--- config.mk ---
export PLATFORM = sky130hd
export DESIGN_NAME = bts_exec
export DESIGN_NICKNAME = d
export VERILOG_FILES = /design/src/include/bts_pkg.sv /design/src/hdl/bts_exec.sv
export VERILOG_INCLUDE_DIRS = /design/src /design/src/include
export SDC_FILE = /design/constraint.sdc
export NUM_CORES = 1
export LEC_CHECK = 0
export ABC_AREA = 1
export CORE_UTILIZATION = 45
export CTS_CLUSTER_SIZE = 20
export DETAILED_ROUTE_END_ITERATION = 6
export DONT_BUFFER_PORTS = 1
export GPL_ROUTABILITY_DRIVEN = 0
export SLEW_MARGIN = 20
export SYNTH_ARGS = -nofsm -noshare
export SYNTH_HDL_FRONTEND = slang
export SYNTH_SLANG_ARGS = --single-unit
--- constraint.sdc ---
create_clock -name mclk -period 3.39 [get_ports mclk]
set_input_delay 0.339 -clock mclk [delete_from_list [all_inputs] [get_ports mclk]]
set_output_delay 0.339 -clock mclk [all_outputs]
set_load 0.1 [all_outputs]
--- src/include/bts_map.svh ---
// register offsets, opcodes and decode constants of the bit-test-skip unit
// assumes inclusion by bare name from the design file and the bench
`ifndef BTS_MAP_SVH
`define BTS_MAP_SVH
`define BTS_OFF_CTRL    8'h00
`define BTS_OFF_INSTR   8'h04
`define BTS_OFF_STATUS  8'h08
`define BTS_OFF_IDXBASE 8'h0c
`define BTS_OP_SKIP_CLR 4'hb
`define BTS_OP_SKIP_SET 4'ha
`define BTS_IDX_LIMIT   8'h5f
`define BTS_ACC_SPLIT   8'h80
`define BTS_ACC_HIGH    4'hf
`define BTS_ACC_LOW     4'h0
`define BTS_PH_LAST     2'h3
`define BTS_PH_READ     2'h1
`define BTS_PH_PROC     2'h2
`define BTS_RESP_OKAY   2'h0
`define BTS_RESP_SLVERR 2'h2
`define BTS_CYC_ONE     2'h1
`define BTS_CYC_TWO     2'h2
`define BTS_CYC_THREE   2'h3
`define BTS_PH_FIRST    2'h0
`endif

--- src/include/bts_pkg.sv ---
// types shared by the bit-test-skip unit
// assumes nothing beyond a SystemVerilog compiler
package bts_pkg;
  typedef enum logic [1:0] {BTS_IDLE, BTS_EXEC, BTS_NOP} bts_state_t;
endpackage

--- src/hdl/bts_exec.sv ---
// bit-test-and-skip execution unit with an axi4-lite register slave
// assumes data memory answers a read one mclk after dmem_rd, same clock domain
//
// How it works
// - skip-if-clear opcode skips next instruction when the tested bit is 0
// - skip-if-set opcode skips next instruction when the tested bit is 1
// - a skip discards the prefetched word and runs a nop cycle; two cycles
// - access flag 0 resolves the address inside the access bank
// - access flag 1 takes the bank from the bank select register
// - extended set, flag 0, address up to 95: indexed literal offset
// - skip over a two-word instruction makes three cycles in total
`timescale 1ns/100ps
`include "bts_map.svh"
module bts_exec #(
  parameter int BANK_W = 4                // width of the bank select register
) (
  input  wire logic        mclk,          // 250 mhz core clock
  input  wire logic        sys_rst,       // synchronous reset, active high
  input  wire logic        ce,            // clock enable, freezes all state when low
  input  wire logic [7:0]  s_axi_awaddr,  // write address
  input  wire logic        s_axi_awvalid, // write address valid
  output logic             s_axi_awready, // write address ready
  input  wire logic [31:0] s_axi_wdata,   // write data
  input  wire logic [3:0]  s_axi_wstrb,   // write strobes
  input  wire logic        s_axi_wvalid,  // write data valid
  output logic             s_axi_wready,  // write data ready
  output logic [1:0]       s_axi_bresp,   // write response
  output logic             s_axi_bvalid,  // write response valid
  input  wire logic        s_axi_bready,  // write response ready
  input  wire logic [7:0]  s_axi_araddr,  // read address
  input  wire logic        s_axi_arvalid, // read address valid
  output logic             s_axi_arready, // read address ready
  output logic [31:0]      s_axi_rdata,   // read data
  output logic [1:0]       s_axi_rresp,   // read response
  output logic             s_axi_rvalid,  // read data valid
  input  wire logic        s_axi_rready,  // read data ready
  output logic [11:0]      dmem_addr,     // resolved file register address
  output logic             dmem_rd,       // one-cycle read strobe
  input  wire logic [7:0]  dmem_rdata,    // file register contents, next cycle
  output logic             fetch_discard, // pulse: drop the prefetched word
  output logic             nop_active     // level: nop cycle in progress
);
  bts_pkg::bts_state_t state_q, state_d;

  logic [1:0]        ph_q;
  logic [1:0]        nops_q;
  logic [15:0]       op_q;
  logic              two_word_q;
  logic              ext_en_q;
  logic [BANK_W-1:0] bsr_q;
  logic [11:0]       idx_base_q;
  logic              bit_q, skip_q, idx_q, err_q;
  logic [1:0]        cyc_q;
  logic [11:0]       addr_q;
  logic              rd_q, disc_q;
  logic              aw_q, w_q, bv_q, rv_q;
  logic [7:0]        awaddr_q;
  logic [31:0]       wdata_q, rdata_q;
  logic [3:0]        wstrb_q;
  logic [1:0]        bresp_q, rresp_q;

  // opcode field split
  wire [3:0] new_opc   = wdata_q[15:12];
  wire [3:0] opc       = op_q[15:12];
  wire [2:0] bsel      = op_q[11:9];
  wire       acc_flag  = op_q[8];
  wire [7:0] faddr     = op_q[7:0];
  wire       opc_clr   = (opc == `BTS_OP_SKIP_CLR);
  wire       new_legal = (new_opc == `BTS_OP_SKIP_CLR) || (new_opc == `BTS_OP_SKIP_SET);

  // address resolution: banked, access bank, or indexed literal offset
  wire       use_idx   = ext_en_q && !acc_flag && (faddr <= `BTS_IDX_LIMIT);
  wire [11:0] acc_addr = (faddr < `BTS_ACC_SPLIT) ? {`BTS_ACC_LOW, faddr}
                                                  : {`BTS_ACC_HIGH, faddr};
  wire [11:0] bank_addr = 12'(({BANK_W'(0), 8'h00} | {bsr_q, faddr}));
  wire [11:0] idx_addr  = idx_base_q + {4'h0, faddr};
  wire [11:0] res_addr  = acc_flag ? bank_addr : (use_idx ? idx_addr : acc_addr);

  // skip decision from the sampled bit
  wire       tbit      = dmem_rdata[bsel];
  wire       skip_now  = opc_clr ? !tbit : tbit;
  wire       ph_end    = (ph_q == `BTS_PH_LAST);
  wire       busy      = (state_q != bts_pkg::BTS_IDLE);

  // bus decode
  wire       wr_go     = aw_q && w_q && !bv_q;
  wire       wr_ctrl   = wr_go && (awaddr_q == `BTS_OFF_CTRL);
  wire       wr_instr  = wr_go && (awaddr_q == `BTS_OFF_INSTR);
  wire       wr_base   = wr_go && (awaddr_q == `BTS_OFF_IDXBASE);
  wire       wr_ok     = wr_ctrl || wr_base || (wr_instr && !busy && new_legal);
  wire       start     = wr_instr && !busy && new_legal;
  wire       rd_go     = s_axi_arvalid && !rv_q;
  wire       rd_map    = (s_axi_araddr == `BTS_OFF_CTRL) || (s_axi_araddr == `BTS_OFF_INSTR)
                      || (s_axi_araddr == `BTS_OFF_STATUS) || (s_axi_araddr == `BTS_OFF_IDXBASE);
  wire [31:0] status_w = {12'h000, addr_q, cyc_q, 1'b0, err_q, idx_q, bit_q, skip_q, busy};
  wire [31:0] rd_mux   = (s_axi_araddr == `BTS_OFF_CTRL) ?
                           32'({bsr_q, 7'h00, ext_en_q}) :
                         (s_axi_araddr == `BTS_OFF_INSTR) ? {15'h0000, two_word_q, op_q} :
                         (s_axi_araddr == `BTS_OFF_STATUS) ? status_w :
                         (s_axi_araddr == `BTS_OFF_IDXBASE) ? {20'h00000, idx_base_q} :
                         32'h0000_0000;

  assign s_axi_awready = !aw_q;
  assign s_axi_wready  = !w_q;
  assign s_axi_bvalid  = bv_q;
  assign s_axi_bresp   = bresp_q;
  assign s_axi_arready = !rv_q;
  assign s_axi_rvalid  = rv_q;
  assign s_axi_rdata   = rdata_q;
  assign s_axi_rresp   = rresp_q;
  assign dmem_addr     = addr_q;
  assign dmem_rd       = rd_q;
  assign fetch_discard = disc_q;
  assign nop_active    = (state_q == bts_pkg::BTS_NOP);

  // next state: one four-phase exec cycle, then one or two nop cycles on skip
  always_comb
  begin
    state_d = state_q;
    unique case (state_q)
      bts_pkg::BTS_IDLE: if (start) state_d = bts_pkg::BTS_EXEC;
      bts_pkg::BTS_EXEC: if (ph_end) state_d = skip_q ? bts_pkg::BTS_NOP
                                                      : bts_pkg::BTS_IDLE;
      bts_pkg::BTS_NOP:  if (ph_end && nops_q == `BTS_CYC_ONE)
                           state_d = bts_pkg::BTS_IDLE;
    endcase
  end

  // write channel: address and data taken in either order, answer after both
  always_ff @(posedge mclk)
  begin
    if (sys_rst)
    begin
      aw_q <= 1'b0; w_q <= 1'b0; bv_q <= 1'b0; bresp_q <= `BTS_RESP_OKAY;
      awaddr_q <= 8'h00; wdata_q <= 32'h0000_0000; wstrb_q <= 4'h0;
    end
    else if (ce)
    begin
      if (s_axi_awvalid && !aw_q) begin aw_q <= 1'b1; awaddr_q <= s_axi_awaddr; end
      if (s_axi_wvalid && !w_q)
      begin
        w_q <= 1'b1;
        wdata_q <= s_axi_wdata;
        wstrb_q <= s_axi_wstrb;    // strobes are only valid with wvalid, so keep them
      end
      if (wr_go)
      begin
        bv_q <= 1'b1;
        bresp_q <= wr_ok ? `BTS_RESP_OKAY : `BTS_RESP_SLVERR;
      end
      if (bv_q && s_axi_bready) begin bv_q <= 1'b0; aw_q <= 1'b0; w_q <= 1'b0; end
    end
  end

  // read channel: one cycle to answer, slverr on unmapped offsets
  always_ff @(posedge mclk)
  begin
    if (sys_rst)
    begin
      rv_q <= 1'b0; rdata_q <= 32'h0000_0000; rresp_q <= `BTS_RESP_OKAY;
    end
    else if (ce)
    begin
      if (rd_go)
      begin
        rv_q <= 1'b1;
        rdata_q <= rd_mux;
        rresp_q <= rd_map ? `BTS_RESP_OKAY : `BTS_RESP_SLVERR;
      end
      else if (rv_q && s_axi_rready) rv_q <= 1'b0;
    end
  end

  // control registers written by software; byte lane 0 and 1 only
  always_ff @(posedge mclk)
  begin
    if (sys_rst)
    begin
      ext_en_q <= 1'b0; bsr_q <= '0; idx_base_q <= 12'h000;
    end
    else if (ce)
    begin
      if (wr_ctrl && wstrb_q[0]) ext_en_q <= wdata_q[0];
      if (wr_ctrl && wstrb_q[1]) bsr_q <= wdata_q[8 +: BANK_W];
      if (wr_base) idx_base_q <= wdata_q[11:0];
    end
  end

  // execution sequencer: q1 decode, q2 read, q3 process, q4 discard on skip or none
  always_ff @(posedge mclk)
  begin
    if (sys_rst)
    begin
      state_q <= bts_pkg::BTS_IDLE; ph_q <= 2'h0; nops_q <= 2'h0; op_q <= 16'h0000;
      two_word_q <= 1'b0; bit_q <= 1'b0; skip_q <= 1'b0; idx_q <= 1'b0;
      err_q <= 1'b0; cyc_q <= 2'h0; addr_q <= 12'h000; rd_q <= 1'b0; disc_q <= 1'b0;
    end
    else if (ce)
    begin
      state_q <= state_d;
      rd_q <= 1'b0;
      disc_q <= 1'b0;
      if (wr_instr && !busy) err_q <= !new_legal;
      if (start)
      begin
        op_q <= wdata_q[15:0];
        two_word_q <= wdata_q[16];
        ph_q <= 2'h0;
        skip_q <= 1'b0;
        cyc_q <= `BTS_CYC_ONE;
      end
      else if (busy)
        ph_q <= ph_q + 2'h1;
      if (state_q == bts_pkg::BTS_EXEC && ph_q == `BTS_PH_FIRST)
      begin
        addr_q <= res_addr;
        idx_q <= use_idx;
        rd_q <= 1'b1;
      end
      // memory data stands only in the cycle after the strobe, so sample it there
      if (state_q == bts_pkg::BTS_EXEC && ph_q == `BTS_PH_PROC)
      begin
        bit_q <= tbit;
        skip_q <= skip_now;
      end
      if (state_q == bts_pkg::BTS_EXEC && ph_end && skip_q)
      begin
        disc_q <= 1'b1;
        nops_q <= two_word_q ? `BTS_CYC_TWO : `BTS_CYC_ONE;
        cyc_q <= two_word_q ? `BTS_CYC_THREE : `BTS_CYC_TWO;
      end
      if (state_q == bts_pkg::BTS_NOP && ph_end) nops_q <= nops_q - 2'h1;
    end
  end
endmodule // bts_exec

; ---- Word-level counts from Yosys, hierarchy flattened
; Index checks and enable logic that the tools add are counted.
; Widths: inputs -> output; s select.
[word_totals]
input_bits = 68
out_inout_bits = 56
ff_bits = 127
elab_cells = 153
[classes]
order_cmp = 3
muxes = 36
addsub = 3
n_reduce_logical = 69
n_eq_ne = 16
[ops]
columns = operator, n
row1 = $mux 20, 3
row2 = $mux 12, 4
row3 = $reduce_and 2->1, 19
row4 = $eq 8x4->1 const B, 3
row5 = $mux 2, 12
row6 = $logic_and 1x1->1, 22
row7 = $reduce_bool 2->1, 9
row8 = $eq 8x3->1 const B, 2
row9 = $logic_not 8->1, 2
row10 = $mux 1, 15
row11 = $add 12x8->12, 1
row12 = $eq 4x4->1 const B, 3
row13 = $le 8x7->1 const B, 1
row14 = $logic_not 1->1, 8
row15 = $lt 8x8->1 const B, 1
row16 = $eq 2x2->1 const B, 3
row17 = $logic_or 1x1->1, 6
row18 = $pmux 2 s3, 1
row19 = $eq 2x1->1 const B, 2
row20 = $logic_not 2->1, 2
row21 = $lt 3x4->1 const B, 1
row22 = $ne 2x2->1 const B, 2
row23 = $reduce_and 4->1, 1
row24 = $bmux 1 s3, 1
row25 = 3 further kinds, 3

; ---- Longest topological paths before layout
[depth]
ltp_word = 7
mapped_depth = 12
ltp_nobuf = 12

; ---- Least setup slack after synthesis
; OpenSTA, ideal clock, no wires.
[synth_path]
path_type = register -> register
from = register rv_q (netlist: s_axi_rvalid)
to = register rdata_q[10] (netlist: s_axi_rdata[10])
setup_slack_ps = 830
t_required_ps = 3320
period_less_slack_ps = 2560
arrival_time_ps = 2490
path_stages_with_launch = 6
setup_ps = 70
path_buffers = 1
cell_sequence = dfxtp_1 > inv_1 > nand3_4 > clkbuf_1 > a21oi_1 > a21oi_1
[synth_between]
elab_chain_len = 3
[synth_lines]
columns = element, line_no
row1 = from (decl), bts_exec.sv:56  ; logic aw_q, w_q, bv_q, rv_q;
row2 = from (signal assigned), bts_exec.sv:160  ; rv_q <= 1'b0; rdata_q <= 32'h0000_0000; rresp_q <= `BTS_RESP_OKAY;
row3 = from (signal assigned), bts_exec.sv:166  ; rv_q <= 1'b1;
row4 = from (signal assigned), bts_exec.sv:170  ; else if (rv_q && s_axi_rready) rv_q <= 1'b0;
row5 = $logic_not 1->1, --
row6 = named net s_axi_arready, bts_exec.sv:32  ; output logic s_axi_arready,
row7 = $logic_and 1x1->1, bts_exec.sv:92  ; wire rd_go = s_axi_arvalid && !rv_q;
row8 = $reduce_and 2->1 (no source line), --
row9 = to (signal assigned), bts_exec.sv:167  ; rdata_q <= rd_mux;
row10 = to (decl), bts_exec.sv:58  ; logic [31:0] wdata_q, rdata_q;
; The timed path passes the listed nets, and every way through them passes these cells.
; A chain may end at the register's enable or synchronous reset.

; ---- Worst setup path after layout
[layout_path]
from = register bv_q (netlist: s_axi_bvalid)
to = register idx_base_q[6]
[layout_between]
elab_chain_len = 4
[layout_lines]
columns = element, line_no
row1 = from (decl), bts_exec.sv:56
row2 = from (signal assigned), bts_exec.sv:134  ; aw_q <= 1'b0; w_q <= 1'b0; bv_q <= 1'b0; bresp_q <= `BTS_RESP_OKAY;
row3 = from (signal assigned), bts_exec.sv:148  ; bv_q <= 1'b1;
row4 = from (signal assigned), bts_exec.sv:151  ; if (bv_q && s_axi_bready) begin bv_q <= 1'b0; aw_q <= 1'b0; w_q <= 1'b0; end
row5 = $logic_not 1->1, bts_exec.sv:86  ; wire wr_go = aw_q && w_q && !bv_q;
row6 = $logic_and 1x1->1, bts_exec.sv:86
row7 = $logic_and 1x1->1, bts_exec.sv:89  ; wire wr_base = wr_go && (awaddr_q == `BTS_OFF_IDXBASE);
row8 = $reduce_and 2->1 (no source line), --
row9 = to (signal assigned), bts_exec.sv:185  ; if (wr_base) idx_base_q <= wdata_q[11:0];
row10 = to (decl), bts_exec.sv:51  ; logic [11:0] idx_base_q;
; No other way between the ends.

==> flow_summary.json <==
{
  "arrival_ns": 2.41,
  "insertion_delay_ns": 0.41,
  "power_density_nw_per_um2": 566,
  "setup_slack_ns": 1.25,
  "hold_ws_ns": 0.0644,
  "violations": "DRC",
  "skew_ns": 0.0117,
  "endpoint": "idx_base_q[6]",
  "drc": 10,
  "grt_pass1_vias": 4339,
  "avgSynthCellArea_um2": 7.16,
  "setup_viol": 0,
  "row_count": 39,
  "setup_tns_ns": 0,
  "max-cap-violations": 0,
  "r2r_setup_slack_ns": 1.25,
  "post_cts_buffers": 0,
  "slew_viol_final": 0,
  "critPathTopFamily": "simple AND/OR/NAND/NOR gates",
  "fin_nets": 840,
  "period_needed_ns": 2.14,
  "io-pin-count": 124,
  "synthCells": 755,
  "critical_path_depth": 7,
  "worst_path_max_delay_cell": "nand3_1",
  "track_usage_pct": 23.4,
  "start_util_pct": 46.8,
  "final_common_cell": "nand2_1",
  "cp_cell_sequence": "buf_4 > inv_1 > nand3_2 > nor2_4 > nand3_1 > o21ai_0 > a21oi_1",
  "grt_pass1_wl_mm": 22.7,
  "crit_path_end_kind": "flip-flop",
  "seq_area_frac_synth_pct": 41.8,
  "cts-root-buf": "clkbuf_16",
  "fin_crit_sh_pct": 63.1,
  "rsz0062_at_grt": "no",
  "die_y_um": 112,
  "diodes": 0,
  "hp-class": "in2reg",
  "drt_first_iter_violations": 357,
  "antenna_found_initial": 0,
  "synth-edff-count": 0,
  "grt-ovfl-total": 0,
  "reg2reg_depth": 7,
  "crit_path_max_incr_delay_ns": 0.58,
  "yosysWarnings": 0,
  "pre_cts_slack_ns": 1.26,
  "netlist_area_um2": 5410,
  "slew_headroom_pct": 26.0,
  "cts_buffers": 17,
  "crit_fanout": 24,
  "area.growth.synth_to_final_pct": 13.1,
  "r2r_start": "s_axi_bvalid",
  "postPlaceCellArea_um2": 5470,
  "dp_hpwl_mm": 10.5,
  "ir_drop_uv": 372,
  "critPathBufInv": 2,
  "wire_per_inst_um": 15.6,
  "yosysUniqueCellTypes": 37,
  "htreeDepth": 4,
  "die_w_um": 112,
  "synth_ff_type": "dfxtp_1",
  "ant_nets": 0,
  "setup.worst_path.start": "s_axi_bvalid",
  "status": "finished with violations",
  "synth-seq-cells": 113,
  "async_flop_share_pct": 0,
  "crit_type": "reg2reg",
  "wirelength_mm": 14.2,
  "start_kind": "flip-flop",
  "port_buffers": 0,
  "clock_path_buffers": 2,
  "power.total_mw": 3.46,
  "firstDrtPassIters": 7,
  "cp.required_ns": 3.66,
  "r2r-end": "idx_base_q[6]",
  "drive_above_1_share_pct": 7.54,
  "coreArea_um2": 11600,
  "grt_max_degree": 58,
  "clock_sinks": 113,
  "finalInstanceArea_um2": 6120,
  "avgViaCountPerCell": 5.32,
  "clk_pin_slew_ns": 0.06,
  "die-area_um2": 12500,
  "clock.fmax_mhz": 467,
  "tightest_slew_ns": 1.11,
  "most-common-layout-cells": "129 x nand2_1, 113 x dfxtp_1, 95 x a21oi_1, 91 x nor2_1, 88 x o21ai_0",
  "num_vias": 4855,
  "p_leak_nw": 2.50,
  "cts_tree": "done",
  "hold_violations": 0
}
repair_timing:
item / CTS / global route
hold endpoints to repair: 34 / 0
resized for setup: 0 / 0
hold buffers: 1 / 0
report_power, final:
group	internal, mW	switching (mW)	total, mW
clock network	1.25	0.629	1.88
registers	1.36	0.0254	1.38
logic	0.0338	0.171	0.205
total	2.64	0.825	3.46
through the flow:
| step | utilization, % | std cells |
|---|---|---|
| floorplan | - | 768 |
| global placement | 47.3 | 879 |
| detailed placement | 47.3 | 879 |
| CTS | 52.9 | 912 |
| global route | 52.9 | 912 |
| finish | 52.9 | 912 |
logic make-up (layout without fill, tap and decap cells):
group,count (synthesis),count (layout),share of synthesized area [%]
simple gates,283,283,22.6
compound gates,208,208,20.3
buf+inv,129,130,10.6
flops,113,113,41.8
fa+ha+maj,16,16,3.84
xor+xnor,5,5,0.810
other cells,1,14,0.0693
sequential cells by signal, summed over array words and instances, names as in the netlist, 2 cells and up:
register,flops
cyc_q,2
state_q,2
idx_base_q,12
bsr_q,4
wstrb_q,2
ph_q,2
awaddr_q,8
dmem_addr,12
wdata_q,17
s_axi_rdata,20
op_q,16
nops_q,2
worst min path at each step:
stage                          from               to  slack (ns)  cells after the start
floorplan                  op_q[14]         op_q[14]        0.42                      2
detailed placement          sys_rst  s_axi_rdata[16]        0.41                      1
CTS                 s_axi_awaddr[7]      awaddr_q[7]        0.06                      2
global route         s_axi_wdata[8]       wdata_q[8]        0.05                      2
finish              s_axi_wdata[13]      wdata_q[13]        0.06                      2
global placement            sys_rst         op_q[15]        0.41                      1
area by class of cell:
class                           count  area, µm²
Timing Repair Buffer               12        103
Multi-Input combinational cell    526       2620
Tap cell                          143        179
Fill cell                        1129       5450
Inverter                           86        323
Clock inverter                     13        184
Clock buffer                       19        443
Sequential cell                   113       2260
Yosys cell counts, types with 7 or more instances:
cell type,n,area (µm²)
clkbuf_1,17,63.8
nor2_1,91,342
nand3_1,33,165
inv_1,83,312
nand4_1,8,50.1
nor3_1,7,35.0
ha_1,15,188
buf_4,17,128
o21ai_0,88,440
dfxtp_1,113,2260
a21oi_1,95,475
o211ai_1,7,52.6
nand2_1,129,484
routing by layer:
| metal | vias to the layer above | wire (µm) | track usage (%) |
|---|---|---|---|
| met1 | 2178 | 6570 | 31.5 |
| li1 | 2462 | - | - |
| met5 | - | 0 | 0 |
| met3 | 20 | 1180 | 6.70 |
| met2 | 195 | 6210 | 35.5 |
| met4 | 0 | 250 | 9.10 |
Power figures use the tool's default switching activity.
